--- config.mk ---
export PLATFORM = sky130hd
export DESIGN_NAME = aux_tx_frame_status
export DESIGN_NICKNAME = d
export VERILOG_FILES = /design/src/verilog/aux_tx_pkg.sv /design/src/verilog/aux_tx_frame_status.sv /design/src/verilog/aux_tx_mask_check.sv /design/src/verilog/aux_tx_regs.sv
export SDC_FILE = /design/constraint.sdc
export NUM_CORES = 1
export LEC_CHECK = 0
export ABC_AREA = 1
export CAP_MARGIN = 20
export CORE_ASPECT_RATIO = 1.1
export CORE_UTILIZATION = 60
export DETAILED_ROUTE_END_ITERATION = 10
export DONT_BUFFER_PORTS = 1
export PLACE_DENSITY = 0.76
export SYNTH_ARGS = -nofsm -noshare
export SYNTH_HDL_FRONTEND = slang
export SYNTH_HIERARCHICAL = 1
export SYNTH_SLANG_ARGS = --single-unit
--- constraint.sdc ---
create_clock -name ref_clk_in -period 2.29 [get_ports ref_clk_in]
set_clock_uncertainty 0.15 [all_clocks]
set_input_delay 0.1145 -clock ref_clk_in [delete_from_list [all_inputs] [get_ports ref_clk_in]]
set_output_delay 0.1145 -clock ref_clk_in [all_outputs]
set_load 0.005 [all_outputs]
--- src/verilog/aux_tx_pkg.sv ---
// aux_tx_pkg: constants, modes and carriers for the aux transmit status block
// assumes: one core clock domain, software reaches settings over axi4-lite
package aux_tx_pkg;

  // ****************************************
  // status bus layout
  // ****************************************
  localparam int STAT_W      = 44;
  localparam int ERR_BIT     = 43;
  localparam int SEQ_LSB     = 37;
  localparam int K_LSB       = 31;
  localparam int X_LSB       = 23;
  localparam int HFN_LSB     = 15;
  localparam int BFN_LSB     = 3;
  localparam int HFP_BIT     = 2;
  localparam int START_BIT   = 1;
  localparam int RFP_BIT     = 0;

  // ****************************************
  // frame geometry
  // ****************************************
  localparam logic [7:0]  X_LAST     = 8'hFF;
  localparam logic [7:0]  HFN_LAST   = 8'h95;
  localparam logic [5:0]  SEQ_LAST_0 = 6'h07;
  localparam logic [5:0]  SEQ_LAST_1 = 6'h0F;
  localparam logic [5:0]  SEQ_LAST_2 = 6'h13;
  localparam logic [5:0]  SEQ_LAST_3 = 6'h1F;
  localparam logic [5:0]  SEQ_LAST_4 = 6'h27;

  // ****************************************
  // register map (byte addresses)
  // ****************************************
  localparam logic [7:0]  CTRL_ADDR   = 8'h00;
  localparam logic [7:0]  OFFSET_ADDR = 8'h04;
  localparam logic [7:0]  KCFG_ADDR   = 8'h08;
  localparam logic [7:0]  STAT_ADDR   = 8'h0C;
  localparam logic [7:0]  POS_ADDR    = 8'h10;
  localparam logic [1:0]  RESP_OKAY   = 2'h0;
  localparam logic [1:0]  RESP_SLVERR = 2'h2;
  localparam int          RATE_LSB    = 0;
  localparam int          MAP_LSB     = 4;
  localparam int          SEL_HFP_BIT = 8;
  localparam int          EN_BIT      = 12;
  localparam logic [31:0] CTRL_RESET  = 32'h0000_1000;
  localparam logic [31:0] OFFS_RESET  = 32'h0000_0000;
  localparam logic [5:0]  KMAX_RESET  = 6'h0F;

  typedef enum logic [2:0] {
    RATE_1228, RATE_2457, RATE_3072, RATE_4195, RATE_6144
  } line_rate_t;

  typedef enum logic [1:0] {
    MAP_NONE, MAP_MODE_A, MAP_MODE_B, MAP_RSVD
  } map_mode_t;

  typedef struct packed {
    logic        error;
    logic [5:0]  seq;
    logic [5:0]  k;
    logic [7:0]  x;
    logic [7:0]  hfn;
    logic [11:0] bfn;
    logic        hfp;
    logic        start;
    logic        rfp;
  } tx_status_t;

  typedef struct packed {
    line_rate_t  rate;
    map_mode_t   map_mode;
    logic        sel_hfp;
    logic        enable;
    logic [19:0] offset;
    logic [5:0]  k_last;
  } tx_cfg_t;

  function automatic logic [5:0] seq_last(input line_rate_t r);
    case (r)
      RATE_1228: seq_last = SEQ_LAST_0;
      RATE_2457: seq_last = SEQ_LAST_1;
      RATE_3072: seq_last = SEQ_LAST_2;
      RATE_4195: seq_last = SEQ_LAST_3;
      RATE_6144: seq_last = SEQ_LAST_4;
      default:   seq_last = SEQ_LAST_0;
    endcase
  endfunction

endpackage

--- src/verilog/aux_tx_frame_status.sv ---
// aux_tx_frame_status: transmit frame timing status for the aux interface
// assumes: single core clock, mask from user logic on that clock
`timescale 1ns/1ps

module aux_tx_frame_status
  import aux_tx_pkg::*;
#(
  parameter int MASK_W = 32
) (
  input  wire logic              ref_clk_in,
  input  wire logic              reset_in,
  input  wire logic [MASK_W-1:0] tx_mask_in,
  input  wire logic [7:0]        awaddr_in,
  input  wire logic              awvalid_in,
  output logic                   awready_out,
  input  wire logic [31:0]       wdata_in,
  input  wire logic [3:0]        wstrb_in,
  input  wire logic              wvalid_in,
  output logic                   wready_out,
  output logic [1:0]             bresp_out,
  output logic                   bvalid_out,
  input  wire logic              bready_in,
  input  wire logic [7:0]        araddr_in,
  input  wire logic              arvalid_in,
  output logic                   arready_out,
  output logic [31:0]            rdata_out,
  output logic [1:0]             rresp_out,
  output logic                   rvalid_out,
  input  wire logic              rready_in,
  output logic [STAT_W-1:0]      status_out
);

  initial begin
    if (MASK_W != 32) $error("mask width must be 32");
  end

  tx_cfg_t     cfg;
  tx_status_t  st;
  logic [5:0]  seq_reg;
  logic [5:0]  k_reg;
  logic [7:0]  x_reg;
  logic [7:0]  hfn_reg;
  logic [11:0] bfn_reg;
  logic        hfp_reg;
  logic        rfp_reg;
  logic        start_reg;
  logic        err;
  logic        seq_wrap;
  logic        x_wrap;
  logic        hfn_wrap;
  logic        bf_start;
  logic        comma_slot;
  logic [5:0]  seq_last_cur;
  logic [19:0] off_cnt_reg;
  logic        start_pulse;
  logic [5:0]  start_len_reg;

  typedef enum logic [1:0] {
    ST_IDLE, ST_COUNT, ST_WAIT_BF, ST_HIGH
  } start_state_t;
  start_state_t start_state_reg;

  // ****************************************
  // register slave
  // ****************************************
  aux_tx_regs u_regs (
    .ref_clk_in  (ref_clk_in),
    .reset_in    (reset_in),
    .awaddr_in   (awaddr_in),
    .awvalid_in  (awvalid_in),
    .awready_out (awready_out),
    .wdata_in    (wdata_in),
    .wstrb_in    (wstrb_in),
    .wvalid_in   (wvalid_in),
    .wready_out  (wready_out),
    .bresp_out   (bresp_out),
    .bvalid_out  (bvalid_out),
    .bready_in   (bready_in),
    .araddr_in   (araddr_in),
    .arvalid_in  (arvalid_in),
    .arready_out (arready_out),
    .rdata_out   (rdata_out),
    .rresp_out   (rresp_out),
    .rvalid_out  (rvalid_out),
    .rready_in   (rready_in),
    .status_in   (st),
    .cfg_out     (cfg)
  );

  // ****************************************
  // frame counters
  // ****************************************
  assign seq_last_cur = seq_last(cfg.rate);
  assign seq_wrap  = (seq_reg >= seq_last_cur);
  assign x_wrap    = seq_wrap && (x_reg == X_LAST);
  assign hfn_wrap  = x_wrap && (hfn_reg == HFN_LAST);
  assign bf_start  = seq_wrap;
  // comma slot decode
  // index leads the wire by two cycles, so the slot is where index sits at 0
  assign comma_slot = (seq_reg == 6'h00) && (x_reg == 8'h00) && (hfn_reg == 8'h00)
                      && !hfp_reg ? 1'b0 : (seq_reg == 6'h00) && (x_reg == 8'h00);

  always_ff @(posedge ref_clk_in) begin
    if (reset_in) begin
      seq_reg <= 6'h00;
    end else if (seq_wrap) begin
      seq_reg <= 6'h00;
    end else begin
      seq_reg <= seq_reg + 6'h01;
    end
  end

  always_ff @(posedge ref_clk_in) begin
    if (reset_in) begin
      x_reg <= 8'h00;
    end else if (seq_wrap) begin
      x_reg <= x_reg + 8'h01;
    end
  end

  always_ff @(posedge ref_clk_in) begin
    if (reset_in) begin
      hfn_reg <= 8'h00;
    end else if (x_wrap) begin
      hfn_reg <= (hfn_reg == HFN_LAST) ? 8'h00 : hfn_reg + 8'h01;
    end
  end

  always_ff @(posedge ref_clk_in) begin
    if (reset_in) begin
      bfn_reg <= 12'h000;
    end else if (hfn_wrap) begin
      bfn_reg <= bfn_reg + 12'h001;
    end
  end

  // sample counter
  // frozen at zero in mode 00 since nothing consumes it there
  always_ff @(posedge ref_clk_in) begin
    if (reset_in) begin
      k_reg <= 6'h00;
    end else if (cfg.map_mode == MAP_NONE || cfg.map_mode == MAP_RSVD) begin
      k_reg <= 6'h00;
    end else if (seq_wrap) begin
      k_reg <= (k_reg >= cfg.k_last || x_wrap) ? 6'h00 : k_reg + 6'h01;
    end
  end

  // ****************************************
  // frame pulses
  // ****************************************
  // hyperframe and radio frame pulses
  always_ff @(posedge ref_clk_in) begin
    if (reset_in) begin
      hfp_reg <= 1'b0;
      rfp_reg <= 1'b0;
    end else begin
      hfp_reg <= x_wrap;
      rfp_reg <= hfn_wrap;
    end
  end

  // ****************************************
  // start indication
  // ****************************************
  // offset count from chosen pulse
  assign start_pulse = cfg.sel_hfp ? hfp_reg : rfp_reg;

  always_ff @(posedge ref_clk_in) begin
    if (reset_in) begin
      start_state_reg <= ST_IDLE;
      off_cnt_reg     <= 20'h00000;
      start_reg       <= 1'b0;
    end else begin
      case (start_state_reg)
        ST_IDLE: begin
          start_reg <= 1'b0;
          if (cfg.enable && start_pulse) begin
            off_cnt_reg     <= cfg.offset;
            start_state_reg <= ST_COUNT;
          end
        end
        ST_COUNT: begin
          if (off_cnt_reg == 20'h00000) begin
            start_state_reg <= ST_WAIT_BF;
          end else begin
            off_cnt_reg <= off_cnt_reg - 20'h00001;
          end
        end
        ST_WAIT_BF: begin
          if (bf_start) begin
            start_reg       <= 1'b1;
            start_state_reg <= ST_HIGH;
          end
        end
        ST_HIGH: begin
          if (bf_start) begin
            start_reg       <= 1'b0;
            start_state_reg <= ST_IDLE;
          end
        end
        default: begin
          start_reg       <= 1'b0;
          start_state_reg <= ST_IDLE;
        end
      endcase
    end
  end

  // ****************************************
  // error check and status bus
  // ****************************************
  aux_tx_mask_check #(
    .MASK_W (MASK_W)
  ) u_mask (
    .ref_clk_in    (ref_clk_in),
    .reset_in      (reset_in),
    .mask_in       (tx_mask_in),
    .comma_slot_in (comma_slot),
    .error_out     (err)
  );

  always_comb begin
    st.error = err;
    st.seq   = seq_reg;
    st.k     = k_reg;
    st.x     = x_reg;
    st.hfn   = hfn_reg;
    st.bfn   = bfn_reg;
    st.hfp   = hfp_reg;
    st.start = start_reg;
    st.rfp   = rfp_reg;
  end

  always_ff @(posedge ref_clk_in) begin
    if (reset_in) begin
      status_out <= '0;
    end else begin
      status_out <= st;
    end
  end

  // cycles spent high
  // helper count, a long repetition would choke the property engines
  always_ff @(posedge ref_clk_in) begin
    if (reset_in) begin
      start_len_reg <= 6'h00;
    end else if (start_reg) begin
      start_len_reg <= start_len_reg + 6'h01;
    end else begin
      start_len_reg <= 6'h00;
    end
  end
endmodule

--- src/verilog/aux_tx_mask_check.sv ---
// aux_tx_mask_check: flags mask bits left high while the comma is inserted
// assumes: mask arrives from logic on the same clock
`timescale 1ns/1ps
module aux_tx_mask_check
  import aux_tx_pkg::*;
#(
  parameter int MASK_W = 32
) (
  input  wire logic              ref_clk_in,
  input  wire logic              reset_in,
  input  wire logic [MASK_W-1:0] mask_in,
  input  wire logic              comma_slot_in,
  output logic                   error_out
);

  initial begin
    if (MASK_W < 1) $error("mask width must be positive");
  end

  always_ff @(posedge ref_clk_in) begin
    if (reset_in) begin
      error_out <= 1'b0;
    end else begin
      error_out <= comma_slot_in && (|mask_in);
    end
  end
endmodule

--- src/verilog/aux_tx_regs.sv ---
// aux_tx_regs: axi4-lite slave holding the settings of the transmit status block
// assumes: master keeps one write and one read in flight at most
`timescale 1ns/1ps
module aux_tx_regs
  import aux_tx_pkg::*;
(
  input  wire logic        ref_clk_in,
  input  wire logic        reset_in,
  input  wire logic [7:0]  awaddr_in,
  input  wire logic        awvalid_in,
  output logic             awready_out,
  input  wire logic [31:0] wdata_in,
  input  wire logic [3:0]  wstrb_in,
  input  wire logic        wvalid_in,
  output logic             wready_out,
  output logic [1:0]       bresp_out,
  output logic             bvalid_out,
  input  wire logic        bready_in,
  input  wire logic [7:0]  araddr_in,
  input  wire logic        arvalid_in,
  output logic             arready_out,
  output logic [31:0]      rdata_out,
  output logic [1:0]       rresp_out,
  output logic             rvalid_out,
  input  wire logic        rready_in,
  input  wire tx_status_t  status_in,
  output tx_cfg_t          cfg_out
);

  logic [31:0] ctrl_reg;
  logic [31:0] offs_reg;
  logic [31:0] kcfg_reg;
  logic [7:0]  waddr_reg;
  logic        have_aw_reg;
  logic        have_w_reg;
  logic [31:0] wdata_reg;
  logic [3:0]  wstrb_reg;

  function automatic logic [31:0] merge(input logic [31:0] old, input logic [31:0] nw,
                                        input logic [3:0] be);
    for (int i = 0; i < 4; i++) begin
      old[i*8 +: 8] = be[i] ? nw[i*8 +: 8] : old[i*8 +: 8];
    end
    merge = old;
  endfunction

  // ****************************************
  // write channel
  // ****************************************
  // ready flags are flops: low from their handshake until the response is taken
  always_ff @(posedge ref_clk_in) begin
    if (reset_in) begin
      awready_out <= 1'b1;
      wready_out  <= 1'b1;
      have_aw_reg <= 1'b0;
      have_w_reg  <= 1'b0;
      waddr_reg   <= 8'h00;
      wdata_reg   <= 32'h0000_0000;
      wstrb_reg   <= 4'h0;
      bvalid_out  <= 1'b0;
      bresp_out   <= RESP_OKAY;
      ctrl_reg    <= CTRL_RESET;
      offs_reg    <= OFFS_RESET;
      kcfg_reg    <= {26'h0, KMAX_RESET};
    end else begin
      if (awvalid_in && awready_out) begin
        awready_out <= 1'b0;
        have_aw_reg <= 1'b1;
        waddr_reg   <= awaddr_in;
      end
      if (wvalid_in && wready_out) begin
        wready_out <= 1'b0;
        have_w_reg <= 1'b1;
        wdata_reg  <= wdata_in;
        wstrb_reg  <= wstrb_in;
      end
      if (have_aw_reg && have_w_reg) begin
        have_aw_reg <= 1'b0;
        have_w_reg  <= 1'b0;
        bvalid_out  <= 1'b1;
        bresp_out   <= RESP_OKAY;
        case (waddr_reg)
          CTRL_ADDR:   ctrl_reg <= merge(ctrl_reg, wdata_reg, wstrb_reg);
          OFFSET_ADDR: offs_reg <= merge(offs_reg, wdata_reg, wstrb_reg);
          KCFG_ADDR:   kcfg_reg <= merge(kcfg_reg, wdata_reg, wstrb_reg);
          STAT_ADDR, POS_ADDR: bresp_out <= RESP_OKAY;
          default:     bresp_out <= RESP_SLVERR;
        endcase
      end else if (bvalid_out && bready_in) begin
        bvalid_out  <= 1'b0;
        awready_out <= 1'b1;
        wready_out  <= 1'b1;
      end
    end
  end

  // ****************************************
  // read channel
  // ****************************************
  always_ff @(posedge ref_clk_in) begin
    if (reset_in) begin
      arready_out <= 1'b1;
      rvalid_out <= 1'b0;
      rdata_out  <= 32'h0000_0000;
      rresp_out  <= RESP_OKAY;
    end else if (arvalid_in && arready_out) begin
      arready_out <= 1'b0;
      rvalid_out <= 1'b1;
      rresp_out  <= RESP_OKAY;
      case (araddr_in)
        CTRL_ADDR:   rdata_out <= ctrl_reg;
        OFFSET_ADDR: rdata_out <= offs_reg;
        KCFG_ADDR:   rdata_out <= kcfg_reg;
        STAT_ADDR:   rdata_out <= {12'h000, status_in.bfn, status_in.hfn};
        POS_ADDR:    rdata_out <= {11'h000, status_in.error, status_in.seq,
                                   status_in.k, status_in.x};
        default: begin
          rdata_out <= 32'h0000_0000;
          rresp_out <= RESP_SLVERR;
        end
      endcase
    end else if (rvalid_out && rready_in) begin
      arready_out <= 1'b1;
      rvalid_out <= 1'b0;
    end
  end

  always_comb begin
    cfg_out.rate     = line_rate_t'(ctrl_reg[RATE_LSB +: 3]);
    cfg_out.map_mode = map_mode_t'(ctrl_reg[MAP_LSB +: 2]);
    cfg_out.sel_hfp  = ctrl_reg[SEL_HFP_BIT];
    cfg_out.enable   = ctrl_reg[EN_BIT];
    cfg_out.offset   = offs_reg[19:0];
    cfg_out.k_last   = kcfg_reg[5:0];
  end

endmodule
After elaboration in Yosys (flattened, before gate mapping)

Cells that the tools add are included.
W data, S select, Z words.

$add $sub $neg: 6
$lt $le $gt $ge: 2
Equal/unequal tests: 23
Muxes and demuxes: 31
Reductions and logical operators: 49

Operator list:

| kind                    | count |
|---|---|
| $pmux W32 S5            | 1 |
| $reduce_and A3 Y1       | 14 |
| $mux W20                | 2 |
| $pmux W20 S2            | 1 |
| $eq A8 B4 Y1 const B    | 4 |
| $logic_not A8 Y1        | 4 |
| $reduce_or A32 Y1       | 1 |
| $pmux W6 S4             | 1 |
| $logic_not A20 Y1       | 1 |
| $sub A20 B1 Y20 const B | 1 |
| $add A8 B1 Y8 const B   | 2 |
| $eq A8 B3 Y1 const B    | 2 |
| $eq A8 B5 Y1 const B    | 2 |
| $eq A8 B8 Y1 const B    | 2 |
| $mux W1                 | 16 |
| $logic_and A1 B1 Y1     | 13 |
| $add A12 B1 Y12 const B | 1 |
| $add A6 B1 Y6 const B   | 2 |
| $ge A6 B6 Y1            | 2 |
| $mux W2                 | 6 |
| $ne A2 B2 Y1 const B    | 5 |
| $reduce_or A5 Y1        | 2 |
| $mux W8                 | 1 |
| $pmux W2 S4             | 1 |
| other kinds (15)        | 24 |

Register bits after elaboration: 293
Input bits: 91
Output and inout bits: 85

Depth between registers and ports, before layout

Gate-level depths: netlist of run 1.

Depth after elaboration: 6
Gate-level depth with buffers: 15
Gate-level depth less buffers: 14

Cells and area by module

Netlist of run 1, hierarchy kept.

By module, submodules not included:

| module              | times used | cells an instance | area each (um^2) |
|---|---|---|---|
| aux_tx_regs         | 1          | 1,100             | 7,828.8 |
| aux_tx_frame_status | 1          | 760               | 5,292.6 |
| aux_tx_mask_check   | 1          | 35                | 147.6 |

Worst setup path before layout of run 1

Ideal clock, no wire load.

Kind: register to register
Start point: reg u_regs.ctrl_reg[1]
End point: reg x_reg[6]
Setup time: 0.120 ns
Data arrival time: 1.725 ns
Data required time: 2.020 ns
Slack: 0.295 ns
Stages on the path, launching flop included: 14
Buffers on the path: 3
Clock period less this slack: 1.995 ns
Path through: dfxtp_1 > buf_4 > nor2_1 > nand2_1 > ha_1 > nand2_1 > nor2_1 > nand2_1 > nand3_1 > buf_4 > buf_4 > nand3b_1 > o21ai_0 > a21oi_1

Longest elaborated chain between the ends: 3
Elaborated cells between the ends (all ways): 6

RTL lines:

| item                                       | RTL line                   | text |
|---|---|---|
| from (decl)                                | aux_tx_regs.sv:30          | `logic [31:0] ctrl_reg;` |
| from (signal assigned)                     | aux_tx_regs.sv:83          | `CTRL_ADDR: ctrl_reg <= merge(ctrl_reg, wdata_reg, wstrb_reg);` |
| $eq A3 B3 Y1, or another cell as far along | aux_tx_pkg.sv:78           | `case (r)` |
| $pmux W6 S4 *                              | aux_tx_pkg.sv:78           |  |
| $ge A6 B6 Y1 *                             | aux_tx_frame_status.sv:94  | `assign seq_wrap = (seq_reg >= seq_last_cur);` |
| to (signal assigned)                       | aux_tx_frame_status.sv:117 | `x_reg <= x_reg + 8'h01;` |
| to (decl)                                  | aux_tx_frame_status.sv:41  | `logic [7:0] x_reg;` |

Every way passes the cells marked *; elsewhere a longest branch is shown, timed or not.
A chain may end at the register's enable or synchronous reset.

Final worst setup path of run 1

Start point: reg hfn_reg[0]
End point: reg u_mask.error_out

Longest elaborated chain between the ends: 5

RTL lines:

| item                   | RTL line                   | text |
|---|---|---|
| from (decl)            | aux_tx_frame_status.sv:42  | `logic [7:0] hfn_reg;` |
| from (signal assigned) | aux_tx_frame_status.sv:125 | `hfn_reg <= (hfn_reg == HFN_LAST) ? 8'h00 : hfn_reg + 8'h01;` |
| $logic_not A8 Y1       | aux_tx_frame_status.sv:100 | `assign comma_slot = (seq_reg == 6'h00) && (x_reg == 8'h00) && (hfn_reg == 8'h00)` |
| $logic_and A1 B1 Y1    | aux_tx_frame_status.sv:100 |  |
| $logic_and A1 B1 Y1    | aux_tx_frame_status.sv:101 | `&& !hfp_reg ? 1'b0 : (seq_reg == 6'h00) && (x_reg == 8'h00);` |
| $mux W1                | aux_tx_frame_status.sv:101 |  |
| via comma_slot         | aux_tx_frame_status.sv:52  | `logic comma_slot;` |
| $logic_and A1 B1 Y1    | aux_tx_mask_check.sv:24    | `error_out <= comma_slot_in && (\|mask_in);` |
| to (signal assigned)   | aux_tx_mask_check.sv:24    |  |
| to (decl)              | aux_tx_mask_check.sv:13    | `output logic error_out` |

The timed path passes the listed nets, and every way through them passes these cells.

==> results.sh, run 1 <==
export IMPL_outcome="completed"
export IMPL_htree_levels=1
export IMPL_fillers=1805
export IMPL_seq_area_frac_synth=0.4390
export IMPL_crit_slowest_cell="nor4_1"
export IMPL_die_area_sq_mm=0.02271
export IMPL_timing_final_crit_share=0.9341
export IMPL_end_kind="flip-flop"
export IMPL_gp_congestion=0.9057
export IMPL_cp_common_cell="nor4_1"
export IMPL_ant_nets=0
export IMPL_num_rows=56
export IMPL_critical_path_max_fanout=6
export IMPL_syn2layout_area_growth_pct=14.40
export IMPL_diodes=0
export IMPL_synth_mux_area_frac=0
export IMPL_ir_drop_mv=0.6336
export IMPL_cts_tree="built"
export IMPL_min_period_ps=2139
export IMPL_async_flop_share=0
export IMPL_hp_class="input pin to flip-flop"
export IMPL_synth_area_sq_mm=0.01327
export IMPL_drv_slew=0
export IMPL_hpwl_microns=24160
export IMPL_dp_cells=2095
export IMPL_start_util=0.6169
export IMPL_root_buffer="clkbuf_16"
export IMPL_crit_type="flip-flop to flip-flop"
export IMPL_clk_pin_slew_ps=60
export IMPL_instances_no_fill=2233
export IMPL_ys_ff_latch=291
export IMPL_synth_ff_type="dfxtp_1"
export IMPL_report_final_hold_viol_count=0
export IMPL_slowest_delay_ps=610
export IMPL_cts_buffer_depth=3
export IMPL_grt_pass1_wl_microns=57870
export IMPL_synthTopCellsByArea="dfxtp_1 (44%), nand2_1 (12%), nor2_1 (9.1%), a21oi_1 (7.1%), o21ai_0 (5.2%)"
export IMPL_io_pins=176
export IMPL_die_x_microns=143.8
export IMPL_cts_buffers=30
export IMPL_track_usage=0.3263
export IMPL_synthSimpleGateAreaFrac=0.2929
export IMPL_avgViaCountPerCell=5.545
export IMPL_p_leak_nw=6.382
export IMPL_setup_ws_ps=150.8
export IMPL_cp_num_cells=7
export IMPL_crit_path_start_kind="flip-flop"
export IMPL_pre_cts_slack_ps=88.48
export IMPL_fmax_mhz=467.5
export IMPL_min_path_cells=2
export IMPL_port_buffers=0
export IMPL_crit_buf_inv=1
export IMPL_power_density_mw_per_mm2=831.1
export IMPL_cts_sinks=291
export IMPL_cp_cell_sequence="inv_1 > ha_1 > nand4_1 > nor4_1 > nor4_1 > nand2_1 > nor2_1"
export IMPL_synth_top_area_cell="dfxtp_1"
export IMPL_drt_total_wl_microns=36930
export IMPL_wl_met2_microns=17020
export IMPL_drc_errors=0
export IMPL_nets=2036
export IMPL_core_region_area_sq_mm=0.02151
export IMPL_grt_setup_unrepaired="false"
export IMPL_synth_distinct_cells=43
export IMPL_synthAdderAreaFrac=0.02263
export IMPL_maxCapViolations=0
export IMPL_worst_ep_arrival_time_ps=2470
export IMPL_final_setup_tns_ps=0
export IMPL_worstMarginPinSlew_ps=776.6
export IMPL_syn_avg_cell_area_sq_um=7.002
export IMPL_worst_endpoint_required_ps=2620
export IMPL_finalSetupViolations=0
export IMPL_wl_met1_microns=15490
export IMPL_drive_gt1_frac=0.06691
export IMPL_synth_compound_area_frac=0.1335
export IMPL_route_vias_total=12380
export IMPL_antenna_found_initial=0
export IMPL_grt_ovfl_total=0
export IMPL_drt_first_iter_violations=1036
export IMPL_postSynthCellCount=1895
export IMPL_top_layer="met4"
export IMPL_firstDrtPassIters=7
export IMPL_yosysWarnings=6
export IMPL_regMostFlops="status_out"
export IMPL_dr_wl_met3_microns=3218
export IMPL_synth_xor_area_share=0.009901
export IMPL_wl_per_cell_microns=16.54
export IMPL_crit_family="simple AND/OR/NAND/NOR gates"
export IMPL_synth_edff_count=0
export IMPL_grt_max_degree=139
export IMPL_largest_reg_flops=44
export IMPL_synth_top_area_frac=0.4390
export IMPL_reg2regPathDepth=7
export IMPL_synth_top_family_by_area="simple AND/OR/NAND/NOR gates"
export IMPL_die_height_microns=158.0
export IMPL_grt_pass1_vias=11220
export IMPL_relSlewSlack=0.4775
export IMPL_clk_latency_ps=560
cell type report:
| type | count | area (sq um) | area share |
|---|---|---|---|
| clock inverters | 11 | 158.9 | 0.01047 |
| repair buffers | 113 | 1164 | 0.07666 |
| clock buffers | 43 | 890.9 | 0.05869 |
| inverters | 174 | 654.4 | 0.04311 |
| multi-input cells | 1311 | 6122 | 0.4033 |
| well taps | 290 | 362.8 | 0.02390 |
| flip-flops and latches | 291 | 5827 | 0.3839 |
metrics by stage:
stage | total power [mW] | hold slack [ps] | utilization | area [sq um]
3_5_place_dp | 7.416 | 44.90 | 0.6155 | 13240
6_report | 12.62 | 84.06 | 0.7057 | 15180
2_1_floorplan | 7.086 | 48.56 | - | 13270
3_3_place_gp | 7.370 | 44.27 | 0.6155 | 13240
4_1_cts | 12.64 | 38.59 | 0.7038 | 15140
5_1_grt | 13.19 | 78.87 | 0.7057 | 15180
synthesized netlist by cell type (2+ instances only):
cell type / instances
nor3_1: 11
nand4_1: 14
a21oi_1: 187
o21a_1: 3
nor3_2: 3
o211ai_1: 6
nand2_1: 409
xor2_1: 14
inv_2: 13
dfxtp_1: 291
buf_4: 37
nor2_1: 320
a31oi_1: 4
buf_6: 10
or2_2: 4
nand3_4: 2
clkbuf_1: 37
ha_1: 24
nor3_4: 2
buf_1: 10
nand2_2: 7
o21ai_0: 138
o21ai_1: 6
buf_2: 26
nor3b_1: 2
clkinv_1: 3
inv_1: 158
nor4_1: 2
nor2_2: 7
nand3_1: 132
placed cells by master (no fill, tap or decap), types with 7 or more instances in the layout:
cell           count
nand2_1          408
nor2_1           320
dfxtp_1          290
a21oi_1          187
inv_1            158
o21ai_0          137
nand3_1          131
dlygate4sd3_1     81
clkbuf_16         32
ha_1              24
buf_4             24
nand4_1           14
xor2_1            14
inv_2             13
nor3_1            10
nand2_2            8
o21ai_1            7
clkinv_2           7
clkbuf_8           7
kinds of logic (layout without fill, tap and decap cells):
logic type / Yosys count / count (layout)
AND/OR/NAND/NOR: 923 / 923
other: 1 / 2
adder cells (fa/ha/maj): 24 / 24
buffers and inverters: 294 / 341
flip-flops: 291 / 291
XOR/XNOR: 15 / 15
AO/OA/AOI/OAI: 347 / 347
worst reg2reg max path, cell delays in order (launching register included):
cell and delay, ps:
dfxtp_1 460, inv_1 140, ha_1 230, nand4_1 90, nor4_1 80, nor4_1 620
nand2_1 180, nor2_1 130
where the power goes:
group | internal [mW] | switching [mW] | total, mW
Sequential | 5.28 | 0.185 | 5.46
Combinational | 0.680 | 1.34 | 2.02
Clock | 3.14 | 1.99 | 5.13
Total | 9.10 | 3.52 | 12.6
final timing paths:
kind,from,end,slack (ps)
worst max-delay path,hfn_reg[0],u_mask/error_out,150
worst min-delay path,awvalid_in,u_regs/awready_out,80
worst max register to register,hfn_reg[0],u_mask/error_out,150
worst min register to register,start_reg,status_out[1],290
timing repair:
item	in CTS	in global routing
hold buffers	83	0
endpoints found under the setup margin	0	36
gates resized for setup	0	5
endpoints found under the hold margin	175	0
buffers inserted	0	1
metal layers:
| metal | vias to the layer above | track usage |
|---|---|---|
| met3 | 87 | 0.06171 |
| met2 | 552 | 0.5319 |
| li1 | 6077 | - |
| met4 | 0 | 0.1170 |
| met5 | - | 0 |
| met1 | 5666 | 0.4294 |
Power figures use the tool's default switching activity.
==> inputs of run 2 (changes only) <==
--- a/config.mk
+++ b/config.mk
@@ -11,6 +11,7 @@
 export CORE_UTILIZATION = 60
 export DETAILED_ROUTE_END_ITERATION = 10
 export DONT_BUFFER_PORTS = 1
+export GPL_TIMING_DRIVEN = 0
 export PLACE_DENSITY = 0.76
 export SYNTH_ARGS = -nofsm -noshare
 export SYNTH_HDL_FRONTEND = slang
==> run 2 against run 1 <==
Net effect: hold slack worse by 17 ps; routed wire length is 9.2% higher; combinational power is 8% higher; setup slack worse by 140 ps; largest power group unchanged; sequential cell count stayed put; non-clock buffer count is 97 higher; sequential share of layout area is 1.3 points lower.
==> results.sh, run 2 (same netlist as run 1, synthesis figures left out) <==
export IMPL_outcome="completed"
export IMPL_crit_path_start_kind="input pin"
export IMPL_regMostFlops="status_out"
export IMPL_drt_total_wl_microns=40320
export IMPL_grtUsageMet3=0.05445
export IMPL_io_pins=176
export IMPL_grt_pass1_vias=12040
export IMPL_finalSetupViolations=0
export IMPL_core_region_area_sq_mm=0.02151
export IMPL_gp_congestion=0.9249
export IMPL_worst_ep_arrival_time_ps=2560
export IMPL_timing_final_crit_share=0.9960
export IMPL_drc_errors=0
export IMPL_antenna_found_initial=1
export IMPL_drt_first_iter_violations=1069
export IMPL_critical_path_max_fanout=10
export IMPL_use_met2=0.5950
export IMPL_dp_cells=2186
export IMPL_hp_class="input pin to flip-flop"
export IMPL_largest_reg_flops=44
export IMPL_nets=2133
export IMPL_layout_common_cells="nand2_1 (400), nor2_1 (314), dfxtp_1 (289)"
export IMPL_die_height_microns=158.0
export IMPL_firstDrtPassIters=6
export IMPL_start_util=0.6169
export IMPL_pre_cts_slack_ps=-156.8
export IMPL_maxCapViolations=0
export IMPL_clk_pin_slew_ps=60
export IMPL_cts_buffers=30
export IMPL_route_vias_total=12920
export IMPL_crit_type="input pin to flip-flop"
export IMPL_final_setup_tns_ps=0
export IMPL_grt_pass1_wl_microns=62010
export IMPL_fin_total_pwr_mw=12.48
export IMPL_die_area_sq_mm=0.02271
export IMPL_ant_nets=0
export IMPL_grt_busiest_layer="met2"
export IMPL_power_density_mw_per_mm2=794.0
export IMPL_htree_levels=1
export IMPL_port_buffers=0
export IMPL_use_met1=0.4468
export IMPL_grt_ovfl_total=0
export IMPL_cts_sinks=291
export IMPL_die_x_microns=143.8
export IMPL_fillers=1774
export IMPL_slowest_delay_ps=680
export IMPL_min_period_ps=2281
export IMPL_worstMarginPinSlew_ps=831.8
export IMPL_drive_gt1_frac=0.09662
export IMPL_cts_buffer_depth=3
export IMPL_clk_latency_ps=560
export IMPL_fmax_mhz=438.4
export IMPL_syn2layout_area_growth_pct=18.49
export IMPL_relSlewSlack=0.4455
export IMPL_crit_buf_inv=5
export IMPL_instances_no_fill=2329
export IMPL_crit_family="buffers and inverters"
export IMPL_worst_endpoint_required_ps=2570
export IMPL_final_common_cell="nand2_1"
export IMPL_hpwl_microns=28610
export IMPL_avgViaCountPerCell=5.547
export IMPL_num_rows=56
export IMPL_cp_cell_sequence="dlygate4sd3_1 > buf_2 > clkinv_1 > clkbuf_2 > clkbuf_1 > o21ai_0 > nor2_1"
export IMPL_ir_drop_mv=0.6772
export IMPL_crit_slowest_cell="dlygate4sd3_1"
export IMPL_report_final_hold_viol_count=0
export IMPL_wl_per_cell_microns=17.31
export IMPL_diodes=0
export IMPL_setup_ws_ps=9.112
export IMPL_grt_setup_unrepaired="true"
export IMPL_end_kind="flip-flop"
export IMPL_cts_tree="built"
export IMPL_final_core_util=0.7309
export IMPL_p_leak_nw=6.690
export IMPL_track_usage=0.3536
export IMPL_drv_slew=0
export IMPL_reg2reg_slack_ps=9
export IMPL_grt_max_degree=15
export IMPL_root_buffer="clkbuf_16"
==> run 2: cell count changes in the layout (fill, tap and decap cells not counted), moves of 4 or more <==
cell,delta
buf_6,+10
nand2_2,+5
nor2_2,+4
nor2_1,-6
nand2_1,-8
clkbuf_1,+38
buf_1,+10
buf_2,+24
buf_4,+14
==> run 2: report_power, final <==
part | total, mW | switching [mW] | internal, mW
Combinational | 2.18 | 1.43 | 0.750
Clock | 4.83 | 1.99 | 2.85
Sequential | 5.47 | 0.189 | 5.28
==> run 2: metrics by stage <==
stage	area (sq um)	hold WS [ps]
2_1_floorplan	13270	48.56
3_3_place_gp	13640	54.39
3_5_place_dp	13640	58.98
4_1_cts	15460	30.08
5_1_grt	15720	114.2
6_report	15720	66.92
==> run 2: routing by layer <==
metal | up-vias | routed length, microns | share of wire
met5 | - | 18 | 0.00045
met4 | 2 | 1594 | 0.040
met3 | 117 | 3399 | 0.084
met2 | 589 | 18890 | 0.47
met1 | 5928 | 16410 | 0.41
li1 | 6283 | - | -
==> run 2: what timing repair did <==
item / 4_1_cts / 5_1_grt
cloned: 0 / 2
setup endpoints to repair: 17 / 73
gates resized for setup: 3 / 52
pin swaps: 0 / 6
buffers inserted: 0 / 4
endpoints found under the hold margin: 86 / 0
hold buffers: 84 / 0
==> run 2: tightest hold or removal path, delay by kind of cell <==
family,cells,cell delay [ps]
and+or+nand+nor,5,540
AOI/OAI and AO/OA,1,60
buffers and inverters,1,20
==> run 2: cell type report <==
cell class                 count  area [sq um]  area share
multi-input combinational   1311          6230      0.3962
sequential                   291          5831      0.3708
timing repair buffer          90         933.4     0.05937
clock buffer                  44         874.6     0.05563
buffer                       120         737.0     0.04687
inverter                     174         659.4     0.04194
tap                          290         362.8     0.02308
clock inverter                 9         95.09    0.006048
==> run 2: final timing paths <==
check                                           end  depth (start not counted)           startpoint
worst min-delay path            u_regs/rdata_out[2]                          7         araddr_in[0]
worst max register to register           bfn_reg[9]                         13   u_regs/ctrl_reg[2]
worst max-delay path            u_regs/ctrl_reg[23]                          7             reset_in
worst min register to register  u_regs/waddr_reg[6]                          2  u_regs/waddr_reg[6]
==> inputs of run 3 (changes only) <==
--- a/config.mk
+++ b/config.mk
@@ -12,7 +12,7 @@
 export DETAILED_ROUTE_END_ITERATION = 10
 export DONT_BUFFER_PORTS = 1
 export GPL_TIMING_DRIVEN = 0
-export PLACE_DENSITY = 0.76
+export PLACE_DENSITY = 0.82
 export SYNTH_ARGS = -nofsm -noshare
 export SYNTH_HDL_FRONTEND = slang
 export SYNTH_HIERARCHICAL = 1
==> run 3 against run 2 <==
Net effect: sequential power hardly changed; sequential cell count stayed put; critical endpoint unchanged; total power is 3.5% higher; non-clock buffer count is 7 lower; register-to-register slack better by 40 ps.
==> results.sh, run 3 (same netlist as run 1, synthesis figures left out) <==
export IMPL_outcome="completed"
export IMPL_core_region_area_sq_mm=0.02151
export IMPL_maxCapViolations=0
export IMPL_route_vias_total=13060
export IMPL_critPathLaunch="reset_in"
export IMPL_io_pins=176
export IMPL_diodes=0
export IMPL_drc_errors=0
export IMPL_reg2reg_to="bfn_reg[9]"
export IMPL_reg2reg_slack_ps=50
export IMPL_track_usage=0.3652
export IMPL_gp_congestion=0.9825
export IMPL_hpwl_microns=29250
export IMPL_hp_start="araddr_in[7]"
export IMPL_largest_reg_flops=44
export IMPL_dp_cells=2186
export IMPL_fin_total_pwr_mw=12.92
export IMPL_fmax_mhz=445.7
export IMPL_die_height_microns=158.0
export IMPL_antenna_found_initial=0
export IMPL_crit_type="input pin to flip-flop"
export IMPL_regMostFlops="status_out"
export IMPL_nets=2126
export IMPL_num_rows=56
export IMPL_firstDrtPassIters=6
export IMPL_reg2regPathDepth=13
export IMPL_clk_pin_slew_ps=60
export IMPL_hold_path_end="u_regs/rdata_out[20]"
export IMPL_relSlewSlack=0.4891
export IMPL_timing_final_crit_share=0.9797
export IMPL_min_path_cells=7
export IMPL_report_final_hold_viol_count=0
export IMPL_syn2layout_area_growth_pct=17.97
export IMPL_wl_per_cell_microns=17.80
export IMPL_stdcell_area_sq_mm=0.01565
export IMPL_r2r_start="u_regs/ctrl_reg[1]"
export IMPL_cts_buffer_depth=3
export IMPL_placed_cell_area_sq_mm=0.01364
export IMPL_p_leak_nw=6.667
export IMPL_htree_levels=1
export IMPL_min_period_ps=2244
export IMPL_final_common_cell="nand2_1"
export IMPL_instances_no_fill=2325
export IMPL_root_buffer="clkbuf_16"
export IMPL_avgViaCountPerCell=5.615
export IMPL_cts_tree="built"
export IMPL_cts_sinks=291
export IMPL_drive_gt1_frac=0.09091
export IMPL_critical_path_max_fanout=10
export IMPL_layout_common_cells="nand2_1 (406), nor2_1 (317), dfxtp_1 (289)"
export IMPL_die_area_sq_mm=0.02271
export IMPL_port_buffers=0
export IMPL_grt_ovfl_total=0
export IMPL_worstMarginPinSlew_ps=766.4
export IMPL_worst_endpoint_required_ps=2590
export IMPL_grt_setup_unrepaired="true"
export IMPL_grt_pass1_wl_microns=64030
export IMPL_ir_drop_mv=0.6531
export IMPL_grt_pass1_vias=12430
export IMPL_ant_nets=0
export IMPL_finalSetupViolations=0
export IMPL_clk_latency_ps=560
export IMPL_drt_total_wl_microns=41390
export IMPL_crit_path_start_kind="input pin"
export IMPL_hp_class="input pin to flip-flop"
export IMPL_drv_slew=0
export IMPL_timing_hold_ws_ps=21.01
export IMPL_cts_buffers=30
export IMPL_end_kind="flip-flop"
export IMPL_die_x_microns=143.8
export IMPL_worst_ep_arrival_time_ps=2540
export IMPL_power_density_mw_per_mm2=825.1
export IMPL_grt_max_degree=15
export IMPL_drt_first_iter_violations=1200
export IMPL_start_util=0.6169
run 3: cell count changes in the layout (fill, tap and decap cells not counted), sizes merged:
cell / previous run / this run
clkinv: 9 / 6
dlygate4sd3: 84 / 81
buf: 86 / 84
bufinv: 2 / 4
clkbuf: 84 / 85
inv: 171 / 172
run 3: worst max path at each step:
stage	slack (ps)	endpoint	cells past startpoint
2_1_floorplan	290	x_reg[6]	13
3_3_place_gp	-50	x_reg[6]	14
3_5_place_dp	-110	x_reg[5]	15
4_1_cts	2	x_reg[6]	14
5_1_grt	-110	bfn_reg[0]	14
6_report	50	u_regs/ctrl_reg[23]	7
run 3: metrics by stage:
| step | util | worst slack [ps] | TNS, ps |
|---|---|---|---|
| 5_1_grt | 0.7277 | -107.9 | -694.3 |
| 3_5_place_dp | 0.6339 | -107.6 | -626.1 |
| 6_report | 0.7277 | 46.47 | 0 |
| 4_1_cts | 0.7220 | 1.753 | 0 |
| 2_1_floorplan | - | 294.6 | 0 |
| 3_3_place_gp | 0.6339 | -48.04 | -129.5 |
run 3: layer usage:
layer	GRT usage	part of all wire	up-vias
met3	0.06594	0.092	127
met1	0.4433	0.39	6016
li1	-	-	6276
met4	0.1692	0.043	0
met5	0	0	-
met2	0.6255	0.47	636
run 3: cell type report:
type	count	area [sq um]
Clock inverter	9	148.9
Clock buffer	47	925.9
Timing Repair Buffer	83	843.3
Multi-Input combinational cell	1311	6157
Sequential cell	291	5831
Tap cell	290	362.8
Inverter	174	659.4
Fill cell	1687	5857
Buffer	120	725.7
run 3: critical path: stages:
cell and delay, ps:
dlygate4sd3_1 680, buf_2 390, clkinv_1 390, clkbuf_2 350, clkbuf_1 340, o21ai_0 200, nor2_1 70
run 3: report_power, final:
part	internal (mW)	total (mW)	switching, mW
clock network	3.21	5.24	2.02
logic	0.742	2.21	1.47
registers	5.28	5.47	0.192
total	9.23	12.9	3.68
run 3: what timing repair did:
item	4_1_cts	5_1_grt
gates resized for setup	2	31
setup buffers	0	1
gates cloned	0	1
endpoints found under the setup margin	19	56
hold endpoints to repair	82	0
hold buffers	81	0
pin swaps	0	3
